`src/hw/sga_pkg.sv`:
```
package sga_pkg;

  // ***********************************************************
  // Clock and timing
  // ***********************************************************
  localparam int SGA_CLK_HZ = 25_000_000;
  localparam int SGA_MIN_CMD_MS = 100;
  // Noise filter sits at half the shortest valid command
  localparam int SGA_FILTER_MS = 50;
  localparam int SGA_WAIT_S = 5;
  localparam int SGA_FILTER_CYC = SGA_CLK_HZ / 1000 * SGA_FILTER_MS;
  localparam int SGA_MIN_CMD_CYC = SGA_CLK_HZ / 1000 * SGA_MIN_CMD_MS;
  localparam int SGA_WAIT_CYC = SGA_CLK_HZ * SGA_WAIT_S;

  // ***********************************************************
  // Drive loop
  // ***********************************************************
  localparam int SGA_OPEN_COUNT = 400;
  localparam int SGA_TARGET_PERIOD = 2000;
  localparam logic [7:0] SGA_DUTY_START = 8'h40;
  localparam logic [7:0] SGA_DUTY_MAX = 8'hFF;
  localparam logic [7:0] SGA_DUTY_MIN = 8'h08;
  localparam logic [15:0] SGA_PERIOD_SAT = 16'hFFFF;

  // ***********************************************************
  // Register map
  // ***********************************************************
  localparam logic [3:0] SGA_REG_CTRL = 4'h0;
  localparam logic [3:0] SGA_REG_STATUS = 4'h4;
  localparam logic [3:0] SGA_REG_POS = 4'h8;
  localparam int SGA_CTRL_REMOTE_EN = 0;
  localparam int SGA_CTRL_ACS_EN = 1;
  localparam logic [1:0] SGA_CTRL_RESET = 2'h3;
  localparam int SGA_ST_STATE = 0;
  localparam int SGA_ST_MODE = 2;
  localparam int SGA_ST_DIR = 4;
  localparam int SGA_ST_REP_R = 5;
  localparam int SGA_ST_REP_L = 6;
  localparam int SGA_ST_PULSE = 7;
  localparam int SGA_ST_WAIT5 = 8;

  // ***********************************************************
  // Command channels in the filter array
  // ***********************************************************
  localparam int SGA_NCH = 9;
  localparam int SGA_CH_PANEL = 0;
  localparam int SGA_CH_REMOTE = 3;
  localparam int SGA_CH_ACS = 6;
  localparam int SGA_OFS_R = 0;
  localparam int SGA_OFS_L = 1;
  localparam int SGA_OFS_S = 2;

  typedef enum logic [1:0] {
    SGA_IDLE = 2'b00,
    SGA_OPENING = 2'b01,
    SGA_HOLD = 2'b11,
    SGA_CLOSING = 2'b10
  } sga_state_t;

  typedef enum logic [1:0] {
    SGA_LOCKED = 2'b00,
    SGA_SINGLE = 2'b01,
    SGA_FREE = 2'b10,
    SGA_HELD = 2'b11
  } sga_mode_t;

  typedef struct packed {
    logic stop_n;
    logic left_n;
    logic right_n;
  } sga_cmd_t;

  typedef struct packed {
    sga_state_t state;
    sga_mode_t mode;
    logic dir_right;
    logic [31:0] wait_cnt;
  } sga_ctl_t;

endpackage

```
`src/hw/sga_gate.sv`:
```
// Our own choices: the address-and-strobe port and the register offsets.
`timescale 1ns/1ns
// Overview of operation
// - Pulse style: low input requests its mode
// - Held style: mode lasts while input low
// - Held style: stop input ignored
// - Style jumper selects pulse or held
// - Wait jumper: 5 seconds or unlimited
// - Modes: locked, single passage, always free
// - Remote behaves like the desk panel
// - Drive panel, speed regulated by encoder
// - Reports open while gate at home
// - Only matching direction report closes
// - Report held closed while gate open
// - Mains loss makes its output non-conducting
// - Supply low makes its output non-conducting
// - Intruder relay bypasses gate logic
// - Red indicator while on backup supply
// - Right/left allow passage, stop locks
// - Unpowered or reset gate stays locked
module sga_gate
  import sga_pkg::*;
#(
  parameter int FILTER_CYC = SGA_FILTER_CYC,
  parameter int MIN_CMD_CYC = SGA_MIN_CMD_CYC,
  parameter int WAIT_CYC = SGA_WAIT_CYC,
  parameter int OPEN_COUNT = SGA_OPEN_COUNT,
  parameter int TARGET_PERIOD = SGA_TARGET_PERIOD
) (
  input wire logic clock,
  input wire logic arst_n,
  input wire logic [3:0] reg_addr,
  input wire logic [31:0] reg_wdata,
  input wire logic reg_write,
  input wire logic reg_read,
  output logic [31:0] reg_rdata,
  input wire sga_cmd_t desk_operator_panel,
  input wire sga_cmd_t wireless_remote,
  input wire sga_cmd_t access_controller,
  input wire logic command_style_jumper,
  input wire logic wait_time_jumper,
  input wire logic enc_a,
  input wire logic enc_b,
  input wire logic home_sensed,
  input wire logic passage_sensed,
  input wire logic mains_ok,
  input wire logic backup_supply_low,
  output logic motor_pwm,
  output logic motor_dir_right,
  output logic lock_release,
  output logic right_passage_report,
  output logic left_passage_report,
  output logic mains_loss_conducting,
  output logic supply_loss_conducting,
  output logic backup_supply_led
);

  localparam int CW = $clog2(FILTER_CYC + 1);

  // ***********************************************************
  // Parameter checks
  // ***********************************************************
  generate
    if (FILTER_CYC < 2 || FILTER_CYC >= MIN_CMD_CYC) begin : g_bad_filter
      $error("sga_gate: filter must be shorter than a valid command");
    end
    if (WAIT_CYC < 1 || OPEN_COUNT < 1 || OPEN_COUNT > 30000) begin : g_bad
      $error("sga_gate: wait or open count out of range");
    end
  endgenerate

  function automatic logic [7:0] sat_step(input logic [7:0] d,
                                          input logic up);
    logic [7:0] r;
    r = d;
    if (up && d < SGA_DUTY_MAX) begin
      r = d + 8'h01;
    end else if (!up && d > SGA_DUTY_MIN) begin
      r = d - 8'h01;
    end
    return r;
  endfunction

  // ***********************************************************
  // Jumper capture
  // ***********************************************************
  // Jumpers only move with power off, so one sample after reset is enough
  logic straps_taken, next_straps_taken;
  logic pulse_style, next_pulse_style;
  logic wait_limited, next_wait_limited;

  always_comb begin
    next_straps_taken = 1'b1;
    next_pulse_style = pulse_style;
    next_wait_limited = wait_limited;
    if (!straps_taken) begin
      next_pulse_style = command_style_jumper;
      next_wait_limited = wait_time_jumper;
    end
  end

  always_ff @(posedge clock or negedge arst_n) begin
    if (!arst_n) begin
      straps_taken <= 1'b0;
      pulse_style <= 1'b1;
      wait_limited <= 1'b1;
    end else begin
      straps_taken <= next_straps_taken;
      pulse_style <= next_pulse_style;
      wait_limited <= next_wait_limited;
    end
  end

  // ***********************************************************
  // Command filters
  // ***********************************************************
  logic [SGA_NCH-1:0] raw_low;
  logic [SGA_NCH-1:0] lvl;
  logic [SGA_NCH-1:0] ev;
  logic [CW-1:0] flt [SGA_NCH];
  logic [CW-1:0] next_flt [SGA_NCH];

  assign raw_low = ~{access_controller, wireless_remote, desk_operator_panel};

  always_comb begin
    for (int i = 0; i < SGA_NCH; i++) begin
      next_flt[i] = '0;
      lvl[i] = (flt[i] == CW'(FILTER_CYC));
      // Low must persist for the filter time before it counts
      ev[i] = raw_low[i] && (flt[i] == CW'(FILTER_CYC - 1));
      if (raw_low[i]) begin
        next_flt[i] = lvl[i] ? flt[i] : flt[i] + CW'(1);
      end
    end
  end

  always_ff @(posedge clock or negedge arst_n) begin
    if (!arst_n) begin
      for (int i = 0; i < SGA_NCH; i++) begin
        flt[i] <= '0;
      end
    end else begin
      for (int i = 0; i < SGA_NCH; i++) begin
        flt[i] <= next_flt[i];
      end
    end
  end

  // ***********************************************************
  // Software registers
  // ***********************************************************
  logic [1:0] ctrl, next_ctrl;
  logic [31:0] next_rdata;
  logic remote_en, acs_en;
  sga_ctl_t cur, nxt;
  logic signed [15:0] pos, next_pos;

  assign remote_en = ctrl[SGA_CTRL_REMOTE_EN];
  assign acs_en = ctrl[SGA_CTRL_ACS_EN];

  always_comb begin
    next_ctrl = ctrl;
    next_rdata = '0;
    if (reg_write && reg_addr == SGA_REG_CTRL) begin
      next_ctrl = reg_wdata[1:0];
    end
    if (reg_read) begin
      unique case (reg_addr)
        SGA_REG_CTRL: next_rdata = {30'h0, ctrl};
        SGA_REG_STATUS: begin
          next_rdata[SGA_ST_STATE +: 2] = cur.state;
          next_rdata[SGA_ST_MODE +: 2] = cur.mode;
          next_rdata[SGA_ST_DIR] = cur.dir_right;
          next_rdata[SGA_ST_REP_R] = right_passage_report;
          next_rdata[SGA_ST_REP_L] = left_passage_report;
          next_rdata[SGA_ST_PULSE] = pulse_style;
          next_rdata[SGA_ST_WAIT5] = wait_limited;
        end
        SGA_REG_POS: next_rdata = {{16{pos[15]}}, pos};
        default: next_rdata = '0;
      endcase
    end
  end

  always_ff @(posedge clock or negedge arst_n) begin
    if (!arst_n) begin
      ctrl <= SGA_CTRL_RESET;
      reg_rdata <= '0;
    end else begin
      ctrl <= next_ctrl;
      reg_rdata <= next_rdata;
    end
  end

  // ***********************************************************
  // Mode and sequence control
  // ***********************************************************
  logic req_right, req_left, req_stop, req_free;
  logic lvl_right, lvl_left, held_right, held_left, at_open, held_on;

  always_comb begin
    // Wireless commands merge as if pressed on the desk panel
    req_right = ev[SGA_CH_PANEL + SGA_OFS_R]
      | (remote_en & ev[SGA_CH_REMOTE + SGA_OFS_R])
      | (acs_en & pulse_style & ev[SGA_CH_ACS + SGA_OFS_R]);
    req_left = ev[SGA_CH_PANEL + SGA_OFS_L]
      | (remote_en & ev[SGA_CH_REMOTE + SGA_OFS_L])
      | (acs_en & pulse_style & ev[SGA_CH_ACS + SGA_OFS_L]);
    req_stop = ev[SGA_CH_PANEL + SGA_OFS_S]
      | (remote_en & ev[SGA_CH_REMOTE + SGA_OFS_S])
      | (acs_en & pulse_style & ev[SGA_CH_ACS + SGA_OFS_S]);
    lvl_right = lvl[SGA_CH_PANEL + SGA_OFS_R]
      | (remote_en & lvl[SGA_CH_REMOTE + SGA_OFS_R]);
    lvl_left = lvl[SGA_CH_PANEL + SGA_OFS_L]
      | (remote_en & lvl[SGA_CH_REMOTE + SGA_OFS_L]);
    // A direction button pressed while the other is already held selects always free
    req_free = (req_right & lvl_left) | (req_left & lvl_right);
    held_right = acs_en & ~pulse_style & lvl[SGA_CH_ACS + SGA_OFS_R];
    held_left = acs_en & ~pulse_style & lvl[SGA_CH_ACS + SGA_OFS_L];
    held_on = cur.dir_right ? held_right : held_left;
    at_open = cur.dir_right ? (pos >= $signed(16'(OPEN_COUNT)))
                            : (pos <= -$signed(16'(OPEN_COUNT)));

    nxt = cur;
    if (req_stop) begin
      nxt.mode = SGA_LOCKED;
    end else if (req_free) begin
      nxt.mode = SGA_FREE;
    end else if (req_right || req_left) begin
      nxt.mode = SGA_SINGLE;
      nxt.wait_cnt = '0;
      if (cur.state == SGA_IDLE) begin
        nxt.dir_right = req_right;
      end
    end else if (cur.mode == SGA_HELD && !held_on) begin
      nxt.mode = SGA_LOCKED;
    end else if (cur.mode == SGA_LOCKED && cur.state == SGA_IDLE
                 && (held_right || held_left)) begin
      nxt.mode = SGA_HELD;
      nxt.dir_right = held_right;
    end

    unique case (cur.state)
      SGA_IDLE: begin
        if (cur.mode != SGA_LOCKED) begin
          nxt.state = SGA_OPENING;
        end
      end
      SGA_OPENING: begin
        if (nxt.mode == SGA_LOCKED) begin
          nxt.state = SGA_CLOSING;
        end else if (at_open) begin
          nxt.state = SGA_HOLD;
          nxt.wait_cnt = '0;
        end
      end
      SGA_HOLD: begin
        if (nxt.mode == SGA_LOCKED) begin
          nxt.state = SGA_CLOSING;
        end else if (cur.mode == SGA_SINGLE && nxt.mode == SGA_SINGLE) begin
          if (passage_sensed || (wait_limited
              && cur.wait_cnt >= 32'(WAIT_CYC - 1))) begin
            nxt.state = SGA_CLOSING;
            nxt.mode = SGA_LOCKED;
          end else if (wait_limited) begin
            nxt.wait_cnt = cur.wait_cnt + 32'h0000_0001;
          end
        end
      end
      SGA_CLOSING: begin
        if (home_sensed) begin
          nxt.state = SGA_IDLE;
        end else if (nxt.mode != SGA_LOCKED) begin
          nxt.state = SGA_OPENING;
        end
      end
    endcase
  end

  always_ff @(posedge clock or negedge arst_n) begin
    if (!arst_n) begin
      cur <= '{state: SGA_IDLE, mode: SGA_LOCKED, dir_right: 1'b1,
               wait_cnt: 32'h0};
    end else begin
      cur <= nxt;
    end
  end

  // ***********************************************************
  // Encoder position and speed loop
  // ***********************************************************
  // Speed is held by nudging duty one step per encoder edge; slow but
  // free of overshoot on a heavy panel
  logic a_q, b_q, next_a_q, next_b_q;
  logic [15:0] period, next_period;
  logic [7:0] duty, next_duty, pwm_cnt, next_pwm_cnt;
  logic moving, step, up;

  always_comb begin
    moving = (cur.state == SGA_OPENING) || (cur.state == SGA_CLOSING);
    step = (enc_a ^ a_q) | (enc_b ^ b_q);
    up = a_q ^ enc_b;
    next_a_q = enc_a;
    next_b_q = enc_b;
    next_pos = pos;
    next_pwm_cnt = pwm_cnt + 8'h01;
    next_period = (period == SGA_PERIOD_SAT) ? period : period + 16'h0001;
    next_duty = duty;
    if (home_sensed) begin
      next_pos = '0;
    end else if (step) begin
      next_pos = up ? pos + 16'sd1 : pos - 16'sd1;
    end
    if (!moving) begin
      next_duty = SGA_DUTY_START;
      next_period = '0;
    end else if (step) begin
      next_duty = sat_step(duty, period > 16'(TARGET_PERIOD));
      next_period = '0;
    end else if (period == SGA_PERIOD_SAT) begin
      next_duty = sat_step(duty, 1'b1);
    end
  end

  always_ff @(posedge clock or negedge arst_n) begin
    if (!arst_n) begin
      a_q <= 1'b0;
      b_q <= 1'b0;
      pos <= '0;
      period <= '0;
      duty <= SGA_DUTY_START;
      pwm_cnt <= '0;
    end else begin
      a_q <= next_a_q;
      b_q <= next_b_q;
      pos <= next_pos;
      period <= next_period;
      duty <= next_duty;
      pwm_cnt <= next_pwm_cnt;
    end
  end

  // ***********************************************************
  // Output stages
  // ***********************************************************
  // The intruder relay is wired detector to connector and has no port
  // here
  logic gate_out;
  assign gate_out = nxt.state != SGA_IDLE;

  always_ff @(posedge clock or negedge arst_n) begin
    if (!arst_n) begin
      motor_pwm <= 1'b0;
      motor_dir_right <= 1'b0;
      lock_release <= 1'b0;
      right_passage_report <= 1'b0;
      left_passage_report <= 1'b0;
      mains_loss_conducting <= 1'b0;
      supply_loss_conducting <= 1'b0;
      backup_supply_led <= 1'b0;
    end else begin
      motor_pwm <= moving && (pwm_cnt < duty);
      motor_dir_right <= (cur.state == SGA_OPENING) ? cur.dir_right
                                                    : ~cur.dir_right;
      lock_release <= gate_out;
      right_passage_report <= gate_out & nxt.dir_right;
      left_passage_report <= gate_out & ~nxt.dir_right;
      mains_loss_conducting <= mains_ok;
      supply_loss_conducting <= ~backup_supply_low;
      backup_supply_led <= ~mains_ok;
    end
  end

endmodule

```
`config.mk`:
```
export PLATFORM = sky130hd
export DESIGN_NAME = sga_gate
export DESIGN_NICKNAME = d
export VERILOG_FILES = /design/src/hw/sga_pkg.sv /design/src/hw/sga_gate.sv
export SDC_FILE = /design/constraint.sdc
export NUM_CORES = 1
export LEC_CHECK = 0
export BUFFER_PORTS_ARGS = -buffer_cell sky130_fd_sc_hd__clkbuf_2
export CAP_MARGIN = 20
export CELL_PAD_IN_SITES_DETAIL_PLACEMENT = 1
export CELL_PAD_IN_SITES_GLOBAL_PLACEMENT = 1
export CORE_MARGIN = 4
export CORE_UTILIZATION = 48
export CTS_BUF_LIST = sky130_fd_sc_hd__clkbuf_16
export CTS_CLUSTER_DIAMETER = 100
export DETAILED_ROUTE_END_ITERATION = 10
export PLACE_DENSITY = 0.92
export SETUP_SLACK_MARGIN = 0.15
export SYNTH_ARGS = -nofsm -noshare
export SYNTH_HDL_FRONTEND = slang
export SYNTH_SLANG_ARGS = --single-unit
```
`constraint.sdc`:
```
create_clock -name clock -period 4.6 [get_ports clock]
set_input_delay 0.23 -clock clock [delete_from_list [all_inputs] [get_ports clock]]
set_output_delay 0.23 -clock clock [all_outputs]
set_load 0.05 [all_outputs]
```
==> results.ini, run 1 <==
[outcome]
status=complete, no violations

[power_and_ir_drop]
irDropWorstVdd_v=0.000334
p_seq_frac=0.406
swShare=0.320
intPower_uw=5120
p_per_area_mw_per_mm2=412
combPwrFrac=0.204
power.net_switching_uw=2400
p_leak_uw=0.00796
clkPwrFrac=0.391

[floorplan]
row_count=67
ios=97
dieWidth_um=192
die_h_um=192
initial_core_util=0.487
die-area_mm2=0.0370
core_mm2=0.0335

[critical_path]
max_stage_delay_ns=0.82
crit_family=compound AO/OA/AOI/OAI gates
cp_cell_sequence=ha_1, and3_1, or4b_2, o22ai_1, nor2_1, nand2_1, o2111ai_1, a22oi_4, o21ai_1
path_max_fanout=32
worstSetupStartpointType=flip-flop
crit_required_ns=4.95
critPathArrivalTime_ns=4.03
r2r_start=flt[21]
startpoint=flt[21]
path_depth=9
end_kind=flip-flop
r2r_slack_ns=0.92
reg2reg_depth=9
worstReg2RegEnd=cur[17]
worst-path-buf-inv=0
slowest_stage=a22oi_4
critPathKind=flip-flop to flip-flop

[min_path]
min_to=reg_rdata[1]
hold_path_depth=4
hp-start=reg_addr[2]
hp-class=primary input to flip-flop

[drt]
routed_via_density=5.94
drtAntennaViolNets=0
wire_per_inst_um=20.3
drtIter0Drc=701
drt_first_pass_iters=5
routed_wl_um=46700
vias=13700
route.detailed.drc=0

[logic_synthesis]
postSynth.asyncResetShare=1.00
synthAdderAreaFrac=0.0403
yosys.area_share.simple=0.257
avgSynthCellArea_um2=9.24
synth_ff_type=dfrtp_1
yosysSeqAreaShare=0.468
synth_nets=1875
synthTopCellsByArea=dfrtp_1 46%, nor2_1 6.6%, xor2_1 6.4%, ha_1 3.9%, nand2_1 3.4%
ys_types=69
yosys_warnings=0
syn_area_mm2=0.0163
synth-seq-cells=305
synth_xor_area_frac=0.0976
synth_compound_area_frac=0.0916
synth_mux_area_frac=0.0139
synth_top_family_by_area=simple AND/OR/NAND/NOR gates
synth_top_area_frac=0.458
synth-edff-count=0
yosysTopAreaCell=dfrtp_1
postSynthCellCount=1766

[timing]
fin_crit_ns=3.68
tightest_slew_ns=0.941
layout_setup_ws_ns=0.918
fmax_ghz=0.272
hold_violations=0
skew_ns=0.0221
slew_viol_final=0
finalCritPeriodShare=0.801
totalNegativeSetupSlack_ns=0
setup_viol=0
rsz0062_at_grt=false
relSlewSlack=0.367

[grt]
grt_max_degree=146
antenna_found_initial=1
grtUsageTotal=0.252
overflow=0
grt_pass1_wl_um=77400
grt_pass1_vias=15000

[cells_and_area]
synthToLayoutAreaGrowth_pct=11.9
final.fill_count=3850
drive_above_1_share=0.0885
layout.nets=1934
seqCellArea_mm2=0.00764
multiInputGateArea_mm2=0.00817

[placement]
dp_hpwl_um=28500
dpl_worst_slack_ns=1.14
routabilityCongestion=0.821
numPortBuffers=66

[clock_tree]
htree_levels=2
cts_root_buf=clkbuf_16
clock_sink_count=305
clk_pin_slew_ns=0.07
post_cts_buffers=0
cts_buffers=36
clk_latency_ns=0.53
cts_tree=yes
cts_buffer_depth=3

[run]
max_cap_violations=0

[cells in the mapped netlist, types with 23 or more instances]
cell type,n
a21oi_1,71
and2_1,25
and3_1,44
clkbuf_1,32
dfrtp_1,299
ha_1,51
inv_1,55
nand2_1,148
nand3_1,93
nand4_1,50
nor2_1,286
nor3_1,39
o21ai_0,71
o21ai_1,23
or3_1,39
xnor2_1,63
xor2_1,119
[worst register-to-register path: stages (launching register included)]
cell       delay [ns]
dfrtp_1          0.42
ha_1             0.22
and3_1           0.25
or4b_2           0.62
o22ai_1          0.31
nor2_1           0.15
nand2_1          0.24
o2111ai_1        0.23
a22oi_4          0.82
o21ai_1          0.23
[registers in the layout, indices dropped and copies added, names as in the netlist, 2 cells and up]
| name | flops |
|---|---|
| cur | 37 |
| ctrl | 2 |
| reg_rdata | 16 |
| pwm_cnt | 8 |
| flt | 189 |
| duty | 8 |
| pos | 16 |
| period | 16 |
[logic make-up (layout without fill, tap and decap cells)]
logic type	Yosys count	in the layout
compound gates	249	249
fa+ha+maj	52	52
buf+inv	116	203
flops	305	305
other cells	1	2
simple gates	839	839
mux	22	22
xor+xnor	182	182
[placed cells by master, fill, tap and decap left out, types with 23 or more instances in the layout]
| cell | netlist | final |
|---|---|---|
| clkbuf_2 | 0 | 66 |
| and3_1 | 44 | 44 |
| nand3_1 | 93 | 93 |
| o21ai_1 | 23 | 23 |
| xnor2_1 | 63 | 63 |
| clkbuf_16 | 0 | 37 |
| nand2_1 | 148 | 148 |
| xor2_1 | 119 | 119 |
| o21ai_0 | 71 | 71 |
| inv_1 | 55 | 59 |
| nand4_1 | 50 | 50 |
| a21oi_1 | 71 | 71 |
| nor3_1 | 39 | 39 |
| and2_1 | 25 | 25 |
| dfrtp_1 | 299 | 299 |
| ha_1 | 51 | 51 |
| or3_1 | 39 | 39 |
| nor2_1 | 286 | 285 |
[worst max-delay path by stage]
stage | to
final | cur[17]
after global routing | cur[17]
after CTS | cur[17]
after detailed placement | cur[3]
after global placement | cur[24]
after floorplan | pos[15]
[power by group through the flow]
stage / Combinational (uW) / Sequential [uW] / Clock, uW
finish: 1530 / 3050 / 2940
CTS: 1500 / 3040 / 2960
floorplan: 972 / 3070 / 0
detailed placement: 1400 / 3070 / 0
global route: 1680 / 3070 / 3090
global placement: 1300 / 3050 / 0
[routing by layer]
layer	up-vias	routed length [um]	GRT usage
met3	144	1820	0.0371
met4	0	1800	0.102
met2	342	24500	0.455
met1	6964	18600	0.302
li1	6235	-	-
met5	-	0	0
[repair_timing]
item,CTS,global route
setup endpoints to repair,0,0
resized for setup,0,0
hold buffers,9,0
hold endpoints to repair,88,0
[cell type report]
type / count / area share
diodes: 1 / 0.000137
clock buffers: 37 / 0.0507
clock inverters: 29 / 0.0147
inverters: 55 / 0.0113
multi-input cells: 1345 / 0.447
flip-flops and latches: 305 / 0.418
well taps: 448 / 0.0307
repair buffers: 82 / 0.0270
[stage by stage]
step           cell area, um^2  std cells  hold slack, ns  utilization  total power, uW
2_1_floorplan            16300       1766         -0.0656            -             4040
3_3_place_gp             17000       2225           0.287        0.506             4350
3_5_place_dp             17000       2225           0.284        0.506             4470
4_1_cts                  18300       2300           0.122        0.545             7500
5_1_grt                  18300       2302           0.166        0.545             7840
6_report                 18300       2302           0.155        0.545             7520
Power figures use the tool's default switching activity.
==> run 2, diff against run 1 <==
- clock period: 4.6 -> 3.75 ns (I/O delays scaled with it)
==> results.ini, run 2 (synthesized netlist as in run 1, its figures left out) <==
[outcome]
status=complete, no violations

[cells_and_area]
final_cell_mix=299 x dfrtp_1, 285 x nor2_1, 148 x nand2_1, 119 x xor2_1, 93 x nand3_1
final.fill_count=3832
n_antenna_cell=0
fin_area_mm2=0.0183
drive_above_1_share=0.0914
largest-register=flt
top_regs=flt x189, cur x37
largest_reg_flops=189
layout.nets=1943
synthToLayoutAreaGrowth_pct=11.9
mostFrequentLayoutCell=dfrtp_1

[critical_path]
critPathArrivalTime_ns=3.81
worst-path-buf-inv=0
crit_family=simple AND/OR/NAND/NOR gates
worst_path_most_repeated_cell=and3_1
startpoint=flt[21]
cp_cell_sequence=ha_1, and3_1, or4b_2, o22ai_1, nor2_1, o221a_2, and3_1, nand3_1, o211ai_1
end_kind=flip-flop
crit_required_ns=4.14
worstSetupStartpointType=flip-flop
slowest_stage=or4b_2
path_max_fanout=26
max_stage_delay_ns=0.62
critPathKind=flip-flop to flip-flop
r2r_start=flt[21]

[timing]
setup_viol=0
hold_slack_ns=0.0726
fin_crit_ns=3.41
skew_ns=0.0288
relSlewSlack=0.356
rsz0062_at_grt=false
hold_violations=0
slew_viol_final=0
fmax_ghz=0.293
totalNegativeSetupSlack_ns=0
finalCritPeriodShare=0.911
tightest_slew_ns=0.966

[clock_tree]
clk_pin_slew_ns=0.07
post_cts_buffers=0
clock_sink_count=305
cts_buffers=36
htree_levels=2
clk_latency_ns=0.55
cts_root_buf=clkbuf_16
cts_buffer_depth=3
cts_tree=yes

[power_and_ir_drop]
swShare=0.321
power.net_switching_uw=2880
irDropWorstVdd_v=0.000385
combPwrFrac=0.204
clkPwrFrac=0.380
p_leak_uw=0.00797
p_seq_frac=0.416
p_per_area_mw_per_mm2=490
intPower_uw=6080

[floorplan]
core_mm2=0.0335
ios=97
die-area_mm2=0.0370
dieWidth_um=192
die_h_um=192
initial_core_util=0.487
row_count=67

[grt]
grt_pass1_vias=14900
overflow=0
antenna_found_initial=0
grtUsageTotal=0.244
grt_max_degree=117
grt_pass1_wl_um=74800

[drt]
routed_via_density=5.90
drt_first_pass_iters=5
routed_wl_um=45100
vias=13600
drtAntennaViolNets=0
wire_per_inst_um=19.5
drtIter0Drc=825
route.detailed.drc=0

[placement]
numPortBuffers=66
place_area_mm2=0.0171
routabilityCongestion=0.827
dp_hpwl_um=28300

[min_path]
hp-class=primary input to flip-flop
hp-start=desk_operator_panel[1]

[run]
max_cap_violations=0

-- run 2: cell count changes in the layout (fill, tap and decap cells not counted), sizes merged --
cell,delta
buf,+10
clkbuf,-1
bufinv,-3
diode,-1
-- run 2: final cells by class --
| class | instances | area (um^2) | area share |
|---|---|---|---|
| Tap cell | 448 | 561 | 0.0307 |
| Clock buffer | 37 | 926 | 0.0507 |
| Timing Repair Buffer | 91 | 576 | 0.0315 |
| Multi-Input combinational cell | 1345 | 8170 | 0.447 |
| Sequential cell | 305 | 7640 | 0.418 |
| Inverter | 55 | 206 | 0.0113 |
| Clock inverter | 26 | 184 | 0.0101 |
-- run 2: metrics by stage --
stage | utilization | instances | setup slack (ns) | total power (uW)
4_1_cts | 0.545 | 2307 | 0.372 | 8990
3_3_place_gp | 0.509 | 2235 | 0.699 | 5350
5_1_grt | 0.545 | 2307 | 0.190 | 9360
6_report | 0.545 | 2307 | 0.336 | 8960
2_1_floorplan | - | 1766 | 0.473 | 4960
3_5_place_dp | 0.509 | 2235 | 0.459 | 5520
-- run 2: timing repair --
item | 4_1_cts | 5_1_grt
hold endpoints to repair | 119 | 0
hold buffers | 9 | 0
gates resized for setup | 0 | 0
-- run 2: final timing paths --
check	depth (start not counted)	slack, ns	end
max	9	0.34	cur[24]
min	3	0.07	flt[165]
max reg2reg	9	0.34	cur[24]
min reg2reg	1	0.48	pwm_cnt[7]
max in group asynchronous	3	2.38	flt[153]
min in group asynchronous	2	0.35	flt[112]
-- run 2: routing by layer --
| metal | vias to the layer above | global-route usage | wire (um) |
|---|---|---|---|
| met5 | - | 0 | 0 |
| met4 | 0 | 0.108 | 1810 |
| met3 | 151 | 0.0393 | 1560 |
| met2 | 283 | 0.429 | 23300 |
| met1 | 6931 | 0.295 | 18400 |
| li1 | 6244 | - | - |
-- run 2: worst reg2reg max path, stage by stage, from the launching register on --
cell,delay (ns)
dfrtp_1,0.42
ha_1,0.22
and3_1,0.24
or4b_2,0.62
o22ai_1,0.31
nor2_1,0.17
o221a_2,0.40
and3_1,0.51
nand3_1,0.22
o211ai_1,0.13
-- run 2: power by group through the flow --
stage | Combinational [uW] | Clock, uW | Sequential, uW
floorplan | 1190 | 0 | 3770
global placement | 1610 | 0 | 3740
detailed placement | 1750 | 0 | 3770
CTS | 1800 | 3470 | 3710
global route | 2020 | 3600 | 3750
finish | 1820 | 3400 | 3730
